==> src/afc_rate_pkg.sv <==
// constants for the frequency correction and transmit rate block
package afc_rate_pkg;
  localparam logic [6:0] limit_addr = 7'h2A;
  localparam logic [6:0] afc_read_addr = 7'h2B;
  localparam logic [6:0] rate_scale_addr = 7'h70;
  localparam logic [6:0] modctl_addr = 7'h71;
  localparam logic [6:0] offset_low_addr = 7'h73;
  localparam logic [6:0] offset_high_addr = 7'h74;
  localparam logic [6:0] divider_high_addr = 7'h6E;
  localparam logic [6:0] divider_low_addr = 7'h6F;
  localparam logic [6:0] afc_ctl_addr = 7'h1D;
  localparam logic [6:0] mpk_addr = 7'h08;
  localparam int afc_enable_bit = 6;
  localparam int gear_lsb = 3;
  localparam int wait_lsb = 0;
  localparam int mpk_bit = 4;
  localparam int scale_bit = 5;
  localparam logic [7:0] divider_high_reset = 8'h0A;
  localparam logic [7:0] divider_low_reset = 8'h3D;
  localparam logic [7:0] afc_ctl_reset = 8'h41;
  localparam logic [7:0] limit_reset = 8'h20;
  localparam int ref_hz = 1000000;
  localparam int clk_hz = 125000000;
  // phase accumulator: rate = div * ref / 2^(16+5*scale)
  localparam int phase_bits = 21;
  localparam logic [31:0] ref_cycles = 32'(clk_hz / ref_hz);
  localparam logic [1:0] mod_carrier = 2'h0;
  localparam logic [1:0] mod_ook = 2'h1;
  localparam logic [1:0] mod_fsk = 2'h2;
  localparam logic [1:0] mod_gfsk = 2'h3;
  typedef enum logic [1:0] {st_idle, st_measure, st_settle, st_frozen}
    afc_state_t;
endpackage : afc_rate_pkg

==> src/afc_datarate_modulation_ctrl.sv <==
// frequency correction loop, transmit bit clock and modulation selection
// How it works
// after preamble detect the correction freezes until the packet ends.
// in multi-packet receive the loop is cleared at every packet end.
// feedback equals the measured error at gear zero, halved per step.
// each cycle measures over two bits, corrects, then settles.
// cycle length follows the wait field; one gives four bits.
// wait field zero produces no correction output.
// the pull-in range is clamped by the unsigned limit register.
// the current correction is readable at address 2Bh.
// loop output used only in receive with loop on; else manual offset.
// bit rate equals divider times 1 MHz over 2^(16+5*scale).
// host sets scale bit below 30 kbps, clears it above.
// rate divider is used only when transmitting.
// host reprograms register 58h to C0h above 100 kbps.
// modulation field picks carrier, on-off, shift keying or gaussian.
// host enables the data clock for gaussian keying in direct mode.
// loop and manual offset share one correction register.
// with multi-packet set, receive is held after a valid packet.
// each receive entry restarts the loop at zero, unfrozen.
`timescale 1ns/1ns
module afc_datarate_modulation_ctrl #(
  parameter int err_width = 10
) (
  input wire logic mclk,
  input wire logic resetn,
  input wire logic reg_wr,
  input wire logic [6:0] reg_addr,
  input wire logic [7:0] reg_wdata,
  output logic [7:0] reg_rdata,
  input wire logic rx_on,
  input wire logic tx_on,
  input wire logic rx_bit_tick,
  input wire logic preamble_det,
  input wire logic packet_end,
  input wire logic signed [err_width-1:0] freq_error,
  output logic signed [9:0] synth_correction,
  output logic stay_in_rx,
  output logic tx_bit_clk,
  output logic [1:0] mod_type,
  output logic mod_ook_en,
  output logic mod_fsk_en,
  output logic mod_gauss_en
);
  // ==========================================================
  // reset release
  logic rst_a;
  logic rst_n;
  always_ff @(posedge mclk or negedge resetn)
    if (!resetn)
    begin
      rst_a <= 1'b0;
      rst_n <= 1'b0;
    end
    else
    begin
      rst_a <= 1'b1;
      rst_n <= rst_a;
    end

  // ==========================================================
  // registers
  logic [7:0] div_hi, div_lo, afc_ctl, limit, scale_reg, modctl, mpk_reg;
  logic [7:0] off_lo;
  logic [1:0] off_hi;
  always_ff @(posedge mclk or negedge rst_n)
    if (!rst_n)
    begin
      div_hi <= afc_rate_pkg::divider_high_reset;
      div_lo <= afc_rate_pkg::divider_low_reset;
      afc_ctl <= afc_rate_pkg::afc_ctl_reset;
      limit <= afc_rate_pkg::limit_reset;
      scale_reg <= 8'h00;
      modctl <= 8'h00;
      mpk_reg <= 8'h00;
      off_lo <= 8'h00;
      off_hi <= 2'h0;
    end
    else if (reg_wr)
    begin
      unique case (reg_addr)
        afc_rate_pkg::divider_high_addr: div_hi <= reg_wdata;
        afc_rate_pkg::divider_low_addr: div_lo <= reg_wdata;
        afc_rate_pkg::afc_ctl_addr: afc_ctl <= reg_wdata;
        afc_rate_pkg::limit_addr: limit <= reg_wdata;
        afc_rate_pkg::rate_scale_addr: scale_reg <= reg_wdata;
        afc_rate_pkg::modctl_addr: modctl <= reg_wdata;
        afc_rate_pkg::mpk_addr: mpk_reg <= reg_wdata;
        afc_rate_pkg::offset_low_addr: off_lo <= reg_wdata;
        afc_rate_pkg::offset_high_addr: off_hi <= reg_wdata[1:0];
        default: ;
      endcase
    end

  wire afc_en = afc_ctl[afc_rate_pkg::afc_enable_bit];
  wire [2:0] gear = afc_ctl[afc_rate_pkg::gear_lsb +: 3];
  wire [2:0] wait_field = afc_ctl[afc_rate_pkg::wait_lsb +: 3];
  wire multi_pkt = mpk_reg[afc_rate_pkg::mpk_bit];
  wire rate_scale = scale_reg[afc_rate_pkg::scale_bit];
  wire [15:0] divider = {div_hi, div_lo};
  wire signed [9:0] manual_offset_value = {off_hi, off_lo};

  // ==========================================================
  // correction loop
  afc_rate_pkg::afc_state_t state;
  logic [3:0] bit_count;
  logic signed [9:0] auto_freq_correction;
  logic rx_seen;
  wire rx_entry = rx_on && !rx_seen;
  // settle time grows with the wait field; 1 gives two settle bits
  wire [3:0] settle_bits = {wait_field, 1'b0};
  wire signed [10:0] step = 11'(freq_error >>> gear);
  wire signed [10:0] raw = 11'(auto_freq_correction) + step;
  wire signed [10:0] lim = {3'b000, limit};
  wire signed [9:0] clamped = raw > lim ? 10'(lim) :
    (raw < -lim ? 10'(-lim) : 10'(raw));
  always_ff @(posedge mclk or negedge rst_n)
    if (!rst_n)
    begin
      state <= afc_rate_pkg::st_idle;
      bit_count <= 4'h0;
      auto_freq_correction <= 10'sh000;
      rx_seen <= 1'b0;
    end
    else
    begin
      rx_seen <= rx_on;
      if (!rx_on || rx_entry || !afc_en)
      begin
        state <= afc_rate_pkg::st_measure;
        bit_count <= 4'h0;
        auto_freq_correction <= 10'sh000;
      end
      else if (packet_end && multi_pkt)
      begin
        state <= afc_rate_pkg::st_measure;
        bit_count <= 4'h0;
        auto_freq_correction <= 10'sh000;
      end
      else if (packet_end)
        state <= afc_rate_pkg::st_idle;
      else if (preamble_det && state != afc_rate_pkg::st_idle)
        state <= afc_rate_pkg::st_frozen;
      else if (rx_bit_tick)
      begin
        unique case (state)
          afc_rate_pkg::st_measure:
            if (bit_count == 4'h1)
            begin
              bit_count <= 4'h0;
              if (wait_field != 3'h0)
                auto_freq_correction <= clamped;
              state <= afc_rate_pkg::st_settle;
            end
            else
              bit_count <= bit_count + 4'h1;
          afc_rate_pkg::st_settle:
            if (bit_count + 4'h1 >= settle_bits)
            begin
              bit_count <= 4'h0;
              state <= afc_rate_pkg::st_measure;
            end
            else
              bit_count <= bit_count + 4'h1;
          afc_rate_pkg::st_idle, afc_rate_pkg::st_frozen: ;
        endcase
      end
    end

  // ==========================================================
  // outputs
  // transmit always takes the manual offset, even if receive is also on
  wire use_auto = rx_on && !tx_on && afc_en;
  wire signed [9:0] next_correction = use_auto ?
    auto_freq_correction : manual_offset_value;
  wire [1:0] next_mod = modctl[1:0];
  logic [7:0] next_rdata;
  always_ff @(posedge mclk or negedge rst_n)
    if (!rst_n)
    begin
      synth_correction <= 10'sh000;
      mod_type <= 2'h0;
      mod_ook_en <= 1'b0;
      mod_fsk_en <= 1'b0;
      mod_gauss_en <= 1'b0;
      reg_rdata <= 8'h00;
    end
    else
    begin
      synth_correction <= next_correction;
      mod_type <= next_mod;
      mod_ook_en <= next_mod == afc_rate_pkg::mod_ook;
      mod_fsk_en <= next_mod == afc_rate_pkg::mod_fsk ||
        next_mod == afc_rate_pkg::mod_gfsk;
      mod_gauss_en <= next_mod == afc_rate_pkg::mod_gfsk;
      reg_rdata <= next_rdata;
    end
  assign stay_in_rx = rx_on && multi_pkt;

  always_comb
    unique case (reg_addr)
      afc_rate_pkg::afc_read_addr:
        next_rdata = auto_freq_correction[9:2];
      afc_rate_pkg::divider_high_addr: next_rdata = div_hi;
      afc_rate_pkg::divider_low_addr: next_rdata = div_lo;
      afc_rate_pkg::afc_ctl_addr: next_rdata = afc_ctl;
      afc_rate_pkg::limit_addr: next_rdata = limit;
      afc_rate_pkg::rate_scale_addr: next_rdata = scale_reg;
      afc_rate_pkg::modctl_addr: next_rdata = modctl;
      afc_rate_pkg::mpk_addr: next_rdata = mpk_reg;
      afc_rate_pkg::offset_low_addr: next_rdata = off_lo;
      afc_rate_pkg::offset_high_addr: next_rdata = {6'h00, off_hi};
      default: next_rdata = 8'h00;
    endcase

  // ==========================================================
  // transmit bit clock
  logic [31:0] ref_count;
  logic [afc_rate_pkg::phase_bits-1:0] phase;
  wire ref_tick = ref_count == afc_rate_pkg::ref_cycles - 32'd1;
  // scale drops the rate by 2^5 by adding to lower accumulator bits
  wire [afc_rate_pkg::phase_bits-1:0] inc = rate_scale ?
    afc_rate_pkg::phase_bits'(divider) :
    afc_rate_pkg::phase_bits'({divider, 5'h00});
  always_ff @(posedge mclk or negedge rst_n)
    if (!rst_n)
    begin
      ref_count <= 32'd0;
      phase <= '0;
      tx_bit_clk <= 1'b0;
    end
    else if (!tx_on)
    begin
      ref_count <= 32'd0;
      phase <= '0;
      tx_bit_clk <= 1'b0;
    end
    else
    begin
      ref_count <= ref_tick ? 32'd0 : ref_count + 32'd1;
      if (ref_tick)
        phase <= phase + inc;
      tx_bit_clk <= phase[afc_rate_pkg::phase_bits-1];
    end
endmodule : afc_datarate_modulation_ctrl

==> config.mk <==
export PLATFORM = sky130hd
export DESIGN_NAME = afc_datarate_modulation_ctrl
export DESIGN_NICKNAME = d
export VERILOG_FILES = /design/src/afc_rate_pkg.sv /design/src/afc_datarate_modulation_ctrl.sv
export SDC_FILE = /design/constraint.sdc
export NUM_CORES = 1
export LEC_CHECK = 0
export ABC_CLOCK_PERIOD_IN_PS = 13200
export BUFFER_PORTS_ARGS = -buffer_cell sky130_fd_sc_hd__clkbuf_2
export CAP_MARGIN = 10
export CORE_ASPECT_RATIO = 1.25
export CORE_MARGIN = 1.5
export CORE_UTILIZATION = 45
export DETAILED_ROUTE_END_ITERATION = 8
export SLEW_MARGIN = 20
export SYNTH_ARGS = -nofsm -noshare
export SYNTH_HDL_FRONTEND = slang
export SYNTH_SLANG_ARGS = --single-unit
==> constraint.sdc <==
create_clock -name mclk -period 13.2 [get_ports mclk]
set_clock_uncertainty 0.1 [all_clocks]
set_input_delay 0.66 -clock mclk [delete_from_list [all_inputs] [get_ports mclk]]
set_output_delay 0.66 -clock mclk [all_outputs]
set_load 0.05 [all_outputs]
=== After elaboration in Yosys (flattened, before gate mapping) ===
Index checks and enable logic that the tools add are counted.

* Memory bits (writable): 0
* Flip-flop bits (word level): 162
* ROM bits: 0
* Latch bits: 0
* Memories: 0

* Bitwise operators: 0
* Multiply operators: 0
* $add $sub $neg: 5
* Multiplexer cells: 34
* Eq/ne operators: 22
* Reduce and logical (&&, ||, !) cells: 34
* Shift operators: 1
* $lt $le $gt $ge: 3
* Div/mod/pow operators: 0

{| class="wikitable"
|+ Operators by type and width
! operator !! count
|-
| $mux 10 || 11
|-
| $pmux 8 s10 || 1
|-
| $mux 32 || 2
|-
| $mux 21 || 3
|-
| $eq 7x7->1 const B || 6
|-
| $add 32x1->32 const B || 1
|-
| $eq 32x7->1 const B || 1
|-
| $mux 4 || 7
|-
| $add 21x21->21 || 1
|-
| $reduce_and 2->1 || 9
|-
| $reduce_bool 3->1 || 5
|-
| $eq 7x6->1 const B || 2
|-
| $mux 2 || 7
|-
| $ne 6x6->1 const B || 2
|-
| $add 10x11->11 || 1
|-
| $gt 11x9->1 || 1
|-
| $lt 11x11->1 || 1
|-
| $neg 8->11 || 1
|-
| $sshr 10x3->11 || 1
|-
| $pmux 4 s2 || 1
|-
| $reduce_and 4->1 || 2
|-
| $eq 7x4->1 const B || 1
|-
| $eq 7x5->1 const B || 1
|-
| $eq 2x2->1 const B || 3
|-
| 17 further kinds || 28
|}

=== Longest topological paths before layout ===
Gate-level depths: netlist (run 1).

* Depth in word-level cells: 13
* Mapped depth: 23

=== Least setup slack after synthesis (run 1) ===
No wires, ideal clock.

* Path kind: in2reg
* Start: input freq_error[3]
* End: register auto_freq_correction[0]
* Data arrival time: 4695 ps
* Cell stages on the path: 18
* Slack: 8278 ps
* Setup time: 126 ps
* Buffers on the path: 0
* Path through: mux4_2 -> mux2_2 -> ha_1 -> fa_1 -> a21oi_1 -> nor2b_1 -> nor2_1 -> xnor2_1 -> ha_1 -> or3_1 -> o211ai_1 -> nor3b_1 -> a2111oi_0 -> maj3_2 -> maj3_2 -> a21oi_4 -> and4_1 -> a311o_1

* Word-level cells in the longest chain between the ends: 13
* Elaborated cells on any way between the ends: 14
* Classes of those cells: add/sub (1); order compare (2); shift (1); mux (10)

{| class="wikitable"
|+ RTL lines
! what !! line !! source
|-
| start: declaration || afc_datarate_modulation_ctrl.sv:36 || <nowiki>input wire logic signed [err_width-1:0] freq_error,</nowiki>
|-
| $sshr 10x3->11 * || afc_datarate_modulation_ctrl.sv:112 || <nowiki>wire signed [10:0] step = 11'(freq_error >>> gear);</nowiki>
|-
| $add 10x11->11 * || afc_datarate_modulation_ctrl.sv:113 || <nowiki>wire signed [10:0] raw = 11'(auto_freq_correction) + step;</nowiki>
|-
| $lt 11x11->1 || afc_datarate_modulation_ctrl.sv:116 || <nowiki>(raw < -lim ? 10'(-lim) : 10'(raw));</nowiki>
|-
| $mux 10 || afc_datarate_modulation_ctrl.sv:116 ||
|-
| $mux 10 * || afc_datarate_modulation_ctrl.sv:115 || <nowiki>wire signed [9:0] clamped = raw > lim ? 10'(lim) :</nowiki>
|-
| $mux 10 * || afc_datarate_modulation_ctrl.sv:151 || <nowiki>if (wait_field != 3'h0)</nowiki>
|-
| $mux 10 * || afc_datarate_modulation_ctrl.sv:148 || <nowiki>if (bit_count == 4'h1)</nowiki>
|-
| $mux 10 * || afc_datarate_modulation_ctrl.sv:146 || <nowiki>unique case (state)</nowiki>
|-
| $mux 10 * || afc_datarate_modulation_ctrl.sv:144 || <nowiki>else if (rx_bit_tick)</nowiki>
|-
| $mux 10 * || afc_datarate_modulation_ctrl.sv:142 || <nowiki>else if (preamble_det && state != afc_rate_pkg::st_idle)</nowiki>
|-
| $mux 10 * || afc_datarate_modulation_ctrl.sv:140 || <nowiki>else if (packet_end)</nowiki>
|-
| $mux 10 * || afc_datarate_modulation_ctrl.sv:134 || <nowiki>else if (packet_end && multi_pkt)</nowiki>
|-
| $mux 10 * || afc_datarate_modulation_ctrl.sv:128 || <nowiki>if (!rx_on || rx_entry || !afc_en)</nowiki>
|-
| end signal: assignment || afc_datarate_modulation_ctrl.sv:152 || <nowiki>auto_freq_correction <= clamped;</nowiki>
|-
| end: declaration || afc_datarate_modulation_ctrl.sv:107 || <nowiki>logic signed [9:0] auto_freq_correction;</nowiki>
|}

Every way passes the cells marked *; elsewhere a longest branch is shown, timed or not. The select of a mux whose other input is x is not followed.
A chain may end at the register's enable or synchronous reset.

=== Worst setup path after layout (run 1) ===
* Start: register afc_ctl[4]
* End: register auto_freq_correction[0]

* Word-level cells in the longest chain between the ends: 13
* Elaborated cells on any way between the ends: 14
* Classes of those cells: add/sub (1); order compare (2); shift (1); mux (10)

{| class="wikitable"
|+ RTL lines
! what !! line !! source
|-
| start: declaration || afc_datarate_modulation_ctrl.sv:63 || <nowiki>logic [7:0] div_hi, div_lo, afc_ctl, limit, scale_reg, modctl, mpk_reg;</nowiki>
|-
| start signal: assignment || afc_datarate_modulation_ctrl.sv:71 || <nowiki>afc_ctl <= afc_rate_pkg::afc_ctl_reset;</nowiki>
|-
| start signal: assignment || afc_datarate_modulation_ctrl.sv:84 || <nowiki>afc_rate_pkg::afc_ctl_addr: afc_ctl <= reg_wdata;</nowiki>
|-
| $sshr 10x3->11 * || afc_datarate_modulation_ctrl.sv:112 ||
|-
| $add 10x11->11 * || afc_datarate_modulation_ctrl.sv:113 ||
|-
| $lt 11x11->1 || afc_datarate_modulation_ctrl.sv:116 ||
|-
| $mux 10 || afc_datarate_modulation_ctrl.sv:116 ||
|-
| $mux 10 * || afc_datarate_modulation_ctrl.sv:115 ||
|-
| $mux 10 * || afc_datarate_modulation_ctrl.sv:151 ||
|-
| $mux 10 * || afc_datarate_modulation_ctrl.sv:148 ||
|-
| $mux 10 * || afc_datarate_modulation_ctrl.sv:146 ||
|-
| $mux 10 * || afc_datarate_modulation_ctrl.sv:144 ||
|-
| $mux 10 * || afc_datarate_modulation_ctrl.sv:142 ||
|-
| $mux 10 * || afc_datarate_modulation_ctrl.sv:140 ||
|-
| $mux 10 * || afc_datarate_modulation_ctrl.sv:134 ||
|-
| $mux 10 * || afc_datarate_modulation_ctrl.sv:128 ||
|}

Marks and branches as above.

==> run metrics, run 1 <==
status finished, final reports clean; CTS clk-pin slew, worst paths approximately 0.07 ns; GR Util met2 41.0%; pre-CTS WS approximately 7.7 ns; slowest CP cell dfrtp_1; Core Area 0.0209 sq mm; Cells after Synth approximately 940; Clock Latency Late Sink 0.43 ns; final setup vio count 0; global-route wire length before repair slightly below 40 mm; max_cap viols 0; largest net degree at the start of global routing 73; async set or reset register ratio after synthesis 100%; pwr dens between 100 and 150 mW/mm^2; die width approximately 130 um; initial antenna violation count 0; post-synthesis sequential area ratio between 40% and 50%; DRC Markers 0; Warnings, synthesis 0; Largest register FFs 32; fill cell count around 1900; final WL about 23 mm; TritonCTS clock tree built; total internal power a little over 900 uW; Avg Synthesized Cell Area between 10 and 15 sq um; Crit. End Element flip-flop; Max VDD drop 0.0000948 V; vias between 7000 and 8000; Port Buffers 57; Final Hold Viols 0; share of layout cells above drive strength 1 between 20% and 30%; worst slew pin tran 1.01 ns; global placer's final weighted congestion 0.886; post-route setup slack between 7 and 8 ns; Post-Syn Area just under 0.01 sq mm; CP top delay family compound AO/OA/AOI/OAI gates; DPL Wire Length approximately 18 mm; clock sink count ~160; Max FO, Critical Path 15; Non-Filler Instances about 1300; die span in y 167 um; Unique masters post-synth about 70; count leader, synth dfrtp_1; clock buffer depth 2; synth top area cells dfrtp_1 39%, mux2_2 11%, ha_1 7.3%; Antenna Nets Post-Route 0; CTS resizes 0; period utilisation layout 42.1%; Pwr Total 1.27 mW; dpl cells 1256; Comb power frac 16.9%; Bufs and invs on worst path 0; Clock power frac 40.2%; Setup CP Type flip-flop to flip-flop; # IOs 58; Slew HR 32.8%; Detailed Routing Iterations Pass 1 5; number of synthesized flops with an enable pin 0; met3 GRT Util about 2.6%; Area after DPL between 0.01 and 0.015 sq mm; largest area contributor in the netlist dfrtp_1; GRT Resource Usage Total 22.0%; Initial Utilization a little under half; syn nets 1033; Worst Setup Start Kind flip-flop; nets@finish roughly 1100; ant diodes 0; Pleak ~5.2 nW; worst path arrival time 5.76 ns; Critical Path RT around 13 ns; Hold Path Class flip-flop to asynchronous set/reset pin; Initial DRC Count about 440; # H-tree levels 4; most used routing layer met2; met1 Resource Use GR around 25%; wire length per cell between 15 and 20 um; synthesis-to-layout area growth 12.4%; synthesis-stage register bit count between 150 and 200; multi-input logic area 0.00535 sq mm; Rows between 50 and 60; Final Instance Area 0.0108 sq mm; worst path cell trace mux2_2 > nor2_1 > a21oi_1 > mux2_2 > ha_1 > fa_1 > a21oi_1 > nor2b_1 > nor2_1 > xnor2_1 > ha_1 > or3_1 > o211ai_1 > nor3b_1 > a2111oi_0 > maj3_2 > maj3_2 > a21oi_4 > and4_1 > a311o_1; Worst path max stage delay 0.67 ns; GRT overflow 0; Fin Setup TNS 0 ns; top cells by count, synth 152 x dfrtp_1, 93 x mux2_2, 79 x nand2_1; RSZ-0062 raised after global routing false; Psw approximately 350 uW; Flop pwr share 42.9%; vias per inst 5.63; Regs by FF count ref_count (32), phase (21); Final min period between 5 and 6 ns; area share of the largest cell type after synthesis about two fifths; vias in the first global route between 7000 and 8000; Reg area around 0.004 sq mm; sw frac approximately 28%; cts bufs inserted 17; DIE AREA 0.0223 sq mm; Synth Flop Type dfrtp_1; Final Max Tran Viols 0; Top reg by flops ref_count; Root Buffer clkbuf_16; Fmax achieved around 180 MHz
[cell families (layout without fill, tap and decap cells)]
group                    count (synthesis)  in the layout  share of synthesized area [%]
other                                    1              1                         0.0389
buffers and inverters                   55            128                           2.30
multiplexers                           111            111                           13.1
AO/OA/AOI/OAI                          190            190                           13.4
AND/OR/NAND/NOR                        305            305                           15.8
adder cells (fa/ha/maj)                 60             60                           7.92
flip-flops                             162            162                           42.2
XOR/XNOR                                58             58                           5.27
[layout make-up]
type | count | share of cell area, %
sequential | 162 | 37.6
multi-input combinational | 725 | 49.4
tap | 274 | 3.16
timing repair buffer | 66 | 3.28
inverter | 30 | 1.04
clock buffer | 19 | 4.09
clock inverter | 13 | 1.48
[final timing paths]
kind | slack, ns | startpoint | to | cells past startpoint
worst min-delay path | 0.12 | rst_n | synth_correction[6] | 0
max in group asynchronous | 10.81 | rst_n | div_hi[6] | 2
min in group mclk | 0.25 | rst_a | rst_n | 0
worst max-delay path | 7.65 | afc_ctl[4] | auto_freq_correction[0] | 20
worst max register to register | 7.65 | afc_ctl[4] | auto_freq_correction[0] | 20
worst min register to register | 0.12 | rst_n | synth_correction[6] | 0
[worst reg2reg max path: cells and delay by family, from the launching register on]
kind,cells,cell delay [ns]
xor gates and xnor gates,1,0.13
AOI/OAI and AO/OA,6,1.46
muxes,2,0.68
and+or+nand+nor,6,0.96
DFF,1,0.67
adders and majority gates,5,1.43
[stage by stage]
stage	hold WS, ns	util (%)
after floorplan	0.231	-
after global placement	0.122	48.9
final	0.117	51.9
after detailed placement	0.120	48.9
after global routing	0.144	51.9
after CTS	0.129	51.9
[placed cells by master (no fill, tap or decap), drive strengths merged, types with 3 or more instances in the layout]
master / synthesis / routed
a2111oi: 4 / 4
a211oi: 4 / 4
a21boi: 9 / 9
a21o: 18 / 18
a21oi: 42 / 42
a221oi: 6 / 6
a222oi: 10 / 10
a22o: 6 / 6
a22oi: 11 / 11
a31oi: 4 / 4
and2: 25 / 25
and3: 15 / 15
buf: 5 / 8
bufinv: 0 / 3
clkbuf: 20 / 76
clkinv: 0 / 6
dfrtp: 152 / 152
dfstp: 10 / 10
ha: 56 / 56
inv: 30 / 32
mux2: 93 / 93
mux2i: 15 / 15
mux4: 3 / 3
nand2: 79 / 79
nand2b: 11 / 11
nand3: 31 / 31
nand3b: 3 / 3
nand4: 7 / 7
nor2: 67 / 67
nor2b: 18 / 18
nor3: 16 / 16
nor3b: 3 / 3
nor4: 10 / 10
o211ai: 4 / 4
o21a: 4 / 4
o21ai: 48 / 48
or3: 9 / 9
xnor2: 31 / 31
xor2: 27 / 27
[power groups by stage]
stage	clock, mW	combinational [mW]	sequential, mW
6_report	0.510	0.214	0.545
5_1_grt	0.543	0.239	0.548
4_1_cts	0.520	0.216	0.544
3_5_place_dp	0	0.214	0.554
3_3_place_gp	0	0.212	0.553
2_1_floorplan	0	0.152	0.561
[routing by layer]
metal,share of wire [%],vias up
li1,-,3539
met1,41,3545
met2,54,132
met3,2.4,40
met4,3.1,0
met5,0,-
[what timing repair did]
action	4_1_cts	5_1_grt
hold buffers	1	0
endpoints found under the hold margin	2	0
setup buffers	0	0
No activity file was read; power rests on OpenSTA's default activity.
==> run 2: changes to the inputs <==
- ABC_CLOCK_PERIOD_IN_PS: 13200 -> 5700
- clock period: 13.2 -> 5.7 ns (I/O delays scaled with it)
==> run metrics, run 2 (synthesis gave the netlist of run 1 again) <==
Crit. End Element flip-flop; clock sink count roughly 160; Final Max Tran Viols 0; Critical R2R Launch afc_ctl[4]; pwr dens 267 mW/mm^2; global-route wire length before repair slightly below 40 mm; Initial DRC Count about 430; Max VDD drop approximately 0.00025 V; final WL 24.4 mm; # IOs between 50 and 60; fill cell count about 1900; Antenna Nets Post-Route 0; Slew HR between 30% and 40%; Final Hold Viols 0; Largest register FFs 32; worst path arrival time 5.51 ns; Critical Path RT 5.92 ns; R2R cell count 20; Clock power frac approximately 39%; worst r2r dst auto_freq_correction[0]; Initial Utilization between 40% and 50%; vias about 7300; period utilisation layout a little over 90%; Worst path max stage delay roughly 0.52 ns; max_cap viols 0; CTS clk-pin slew, worst paths 0.07 ns; ant diodes 0; Detailed Routing Iterations Pass 1 5; Bufs and invs on worst path 0; final setup vio count 0; TritonCTS clock tree built; # H-tree levels 4; nets@finish 1101; vias in the first global route 7400; Reg2Reg Setup Slack around 0.42 ns; Max FO, Critical Path 11; Rows between 50 and 60; Pleak between 5 and 6 nW; worst slew pin tran ~0.91 ns; Final min period ~5.3 ns; die span in y about 170 um; Core Area between 0.02 and 0.025 sq mm; Setup CP Type flip-flop to flip-flop; commonest non-fill, non-tap cell in the layout dfrtp_1; share of layout cells above drive strength 1 between 20% and 30%; total internal power between 2 and 2.5 mW; Flop pwr share a little over two fifths; Port Buffers 57; Comb power frac between 10% and 20%; most frequent cells in the layout 151 x dfrtp_1, 93 x mux2_2, 78 x nand2_1, 66 x nor2_1, 57 x clkbuf_2; vias per inst about 5.7; Psw 859 uW; initial antenna violation count 0; status finished, final reports clean; GRT Resource Usage Total between 20 and 25%; Top reg by flops ref_count; Reg area between 0.004 and 0.005 sq mm; Regs by FF count ref_count (32), phase (21); DIE AREA 0.0223 sq mm; DRC Markers 0; largest net degree at the start of global routing 70; GRT overflow 0; synthesis-to-layout area growth 12.9%; cts bufs inserted 17; slowest CP cell dfrtp_1; Fin Setup TNS 0 ns; worst path cell trace mux2_2 > nor2_1 > a21oi_1 > mux2_2 > ha_1 > fa_1 > a21oi_1 > nor2b_1 > nor2_1 > xnor2_1 > ha_1 > or3_1 > o211ai_1 > nor3b_1 > a2111oi_0 > maj3_2 > maj3_2 > a21oi_4 > and4_1 > a311o_1; Fmax achieved about 190 MHz; wire length per cell between 15 and 20 um; Worst Setup Start Kind flip-flop; Hold Path Class input pin to asynchronous set/reset pin; Clock Latency Late Sink between 0.4 and 0.5 ns; clock buffer depth 2; global placer's final weighted congestion between 0.8 and 0.9; RSZ-0062 raised after global routing false; die width roughly 130 um; Pwr Total a little under 3 mW; sw frac 29.5%; multi-input logic area 0.00535 sq mm; CP top delay family adder cells; DPL Wire Length between 15 and 20 mm; CTS resizes 0; Root Buffer clkbuf_16
[run 2: cell types whose count changed in the layout (fill, tap and decap cells not counted)]
cell,before,now
buf_4,8,13
clkinv_2,4,0
clkinvlp_4,2,6
bufinv_16,3,1
dlygate4sd3_1,1,3
buf_12,0,1
inv_6,2,3
inv_8,0,1
nand2_1,79,78
nand2_2,0,1
[run 2: area by class of cell]
type | instances | area share (%)
multi-input combinational | 725 | 49.2
sequential | 162 | 37.4
clock buffer | 19 | 4.07
timing repair buffer | 74 | 3.98
tap | 274 | 3.15
clock inverter | 13 | 1.20
inverter | 30 | 1.03
[run 2: worst reg2reg max path, delay by kind of cell, from the launching register on]
kind            cells  cell delay, ns
compound gates      6            1.39
flops               1            0.52
xor+xnor            1            0.12
mux                 2            0.67
fa+ha+maj           5            1.40
simple gates        6            0.97
[run 2: per-stage QoR]
stage / hold slack [ns] / setup slack, ns / utilization, % / area, sq um / std cells
6_report: 0.0562 / 0.416 / 52.1 / 10900 / 1297
5_1_grt: 0.0449 / 0.0736 / 52.1 / 10900 / 1297
4_1_cts: 0.0450 / 0.354 / 52.0 / 10900 / 1295
3_5_place_dp: -0.0263 / 0.385 / 49.1 / 10300 / 1260
3_3_place_gp: -0.0283 / 0.501 / 49.1 / 10300 / 1260
2_1_floorplan: -0.111 / 0.769 / - / 9640 / 942
[run 2: power groups by stage]
stage	combinational (mW)	clock [mW]	sequential (mW)
after detailed placement	0.496	0	1.29
after CTS	0.501	1.16	1.27
after floorplan	0.352	0	1.30
after global placement	0.492	0	1.29
final	0.516	1.13	1.27
after global routing	0.572	1.21	1.27
[run 2: repair_timing]
item / in CTS / in global routing
hold buffers: 3 / 0
setup endpoints to repair: 0 / 2
setup buffers: 0 / 2
endpoints found under the hold margin: 4 / 0
[run 2: routing by layer]
metal / GRT usage, % / wire length (um)
met5: 0 / 0
met4: 8.51 / 672
met3: 3.90 / 672
met2: 41.3 / 13100
met1: 27.3 / 9970
[run 2: worst max-delay path by stage]
stage / startpoint / end / slack [ns] / depth (start not counted)
finish: afc_ctl[4] / auto_freq_correction[0] / 0.42 / 20
global route: afc_ctl[4] / auto_freq_correction[0] / 0.07 / 20
CTS: afc_ctl[4] / auto_freq_correction[0] / 0.35 / 20
detailed placement: afc_ctl[4] / auto_freq_correction[0] / 0.38 / 20
global placement: afc_ctl[4] / auto_freq_correction[0] / 0.50 / 20
floorplan: rst_n / afc_ctl[1] / 0.77 / 0
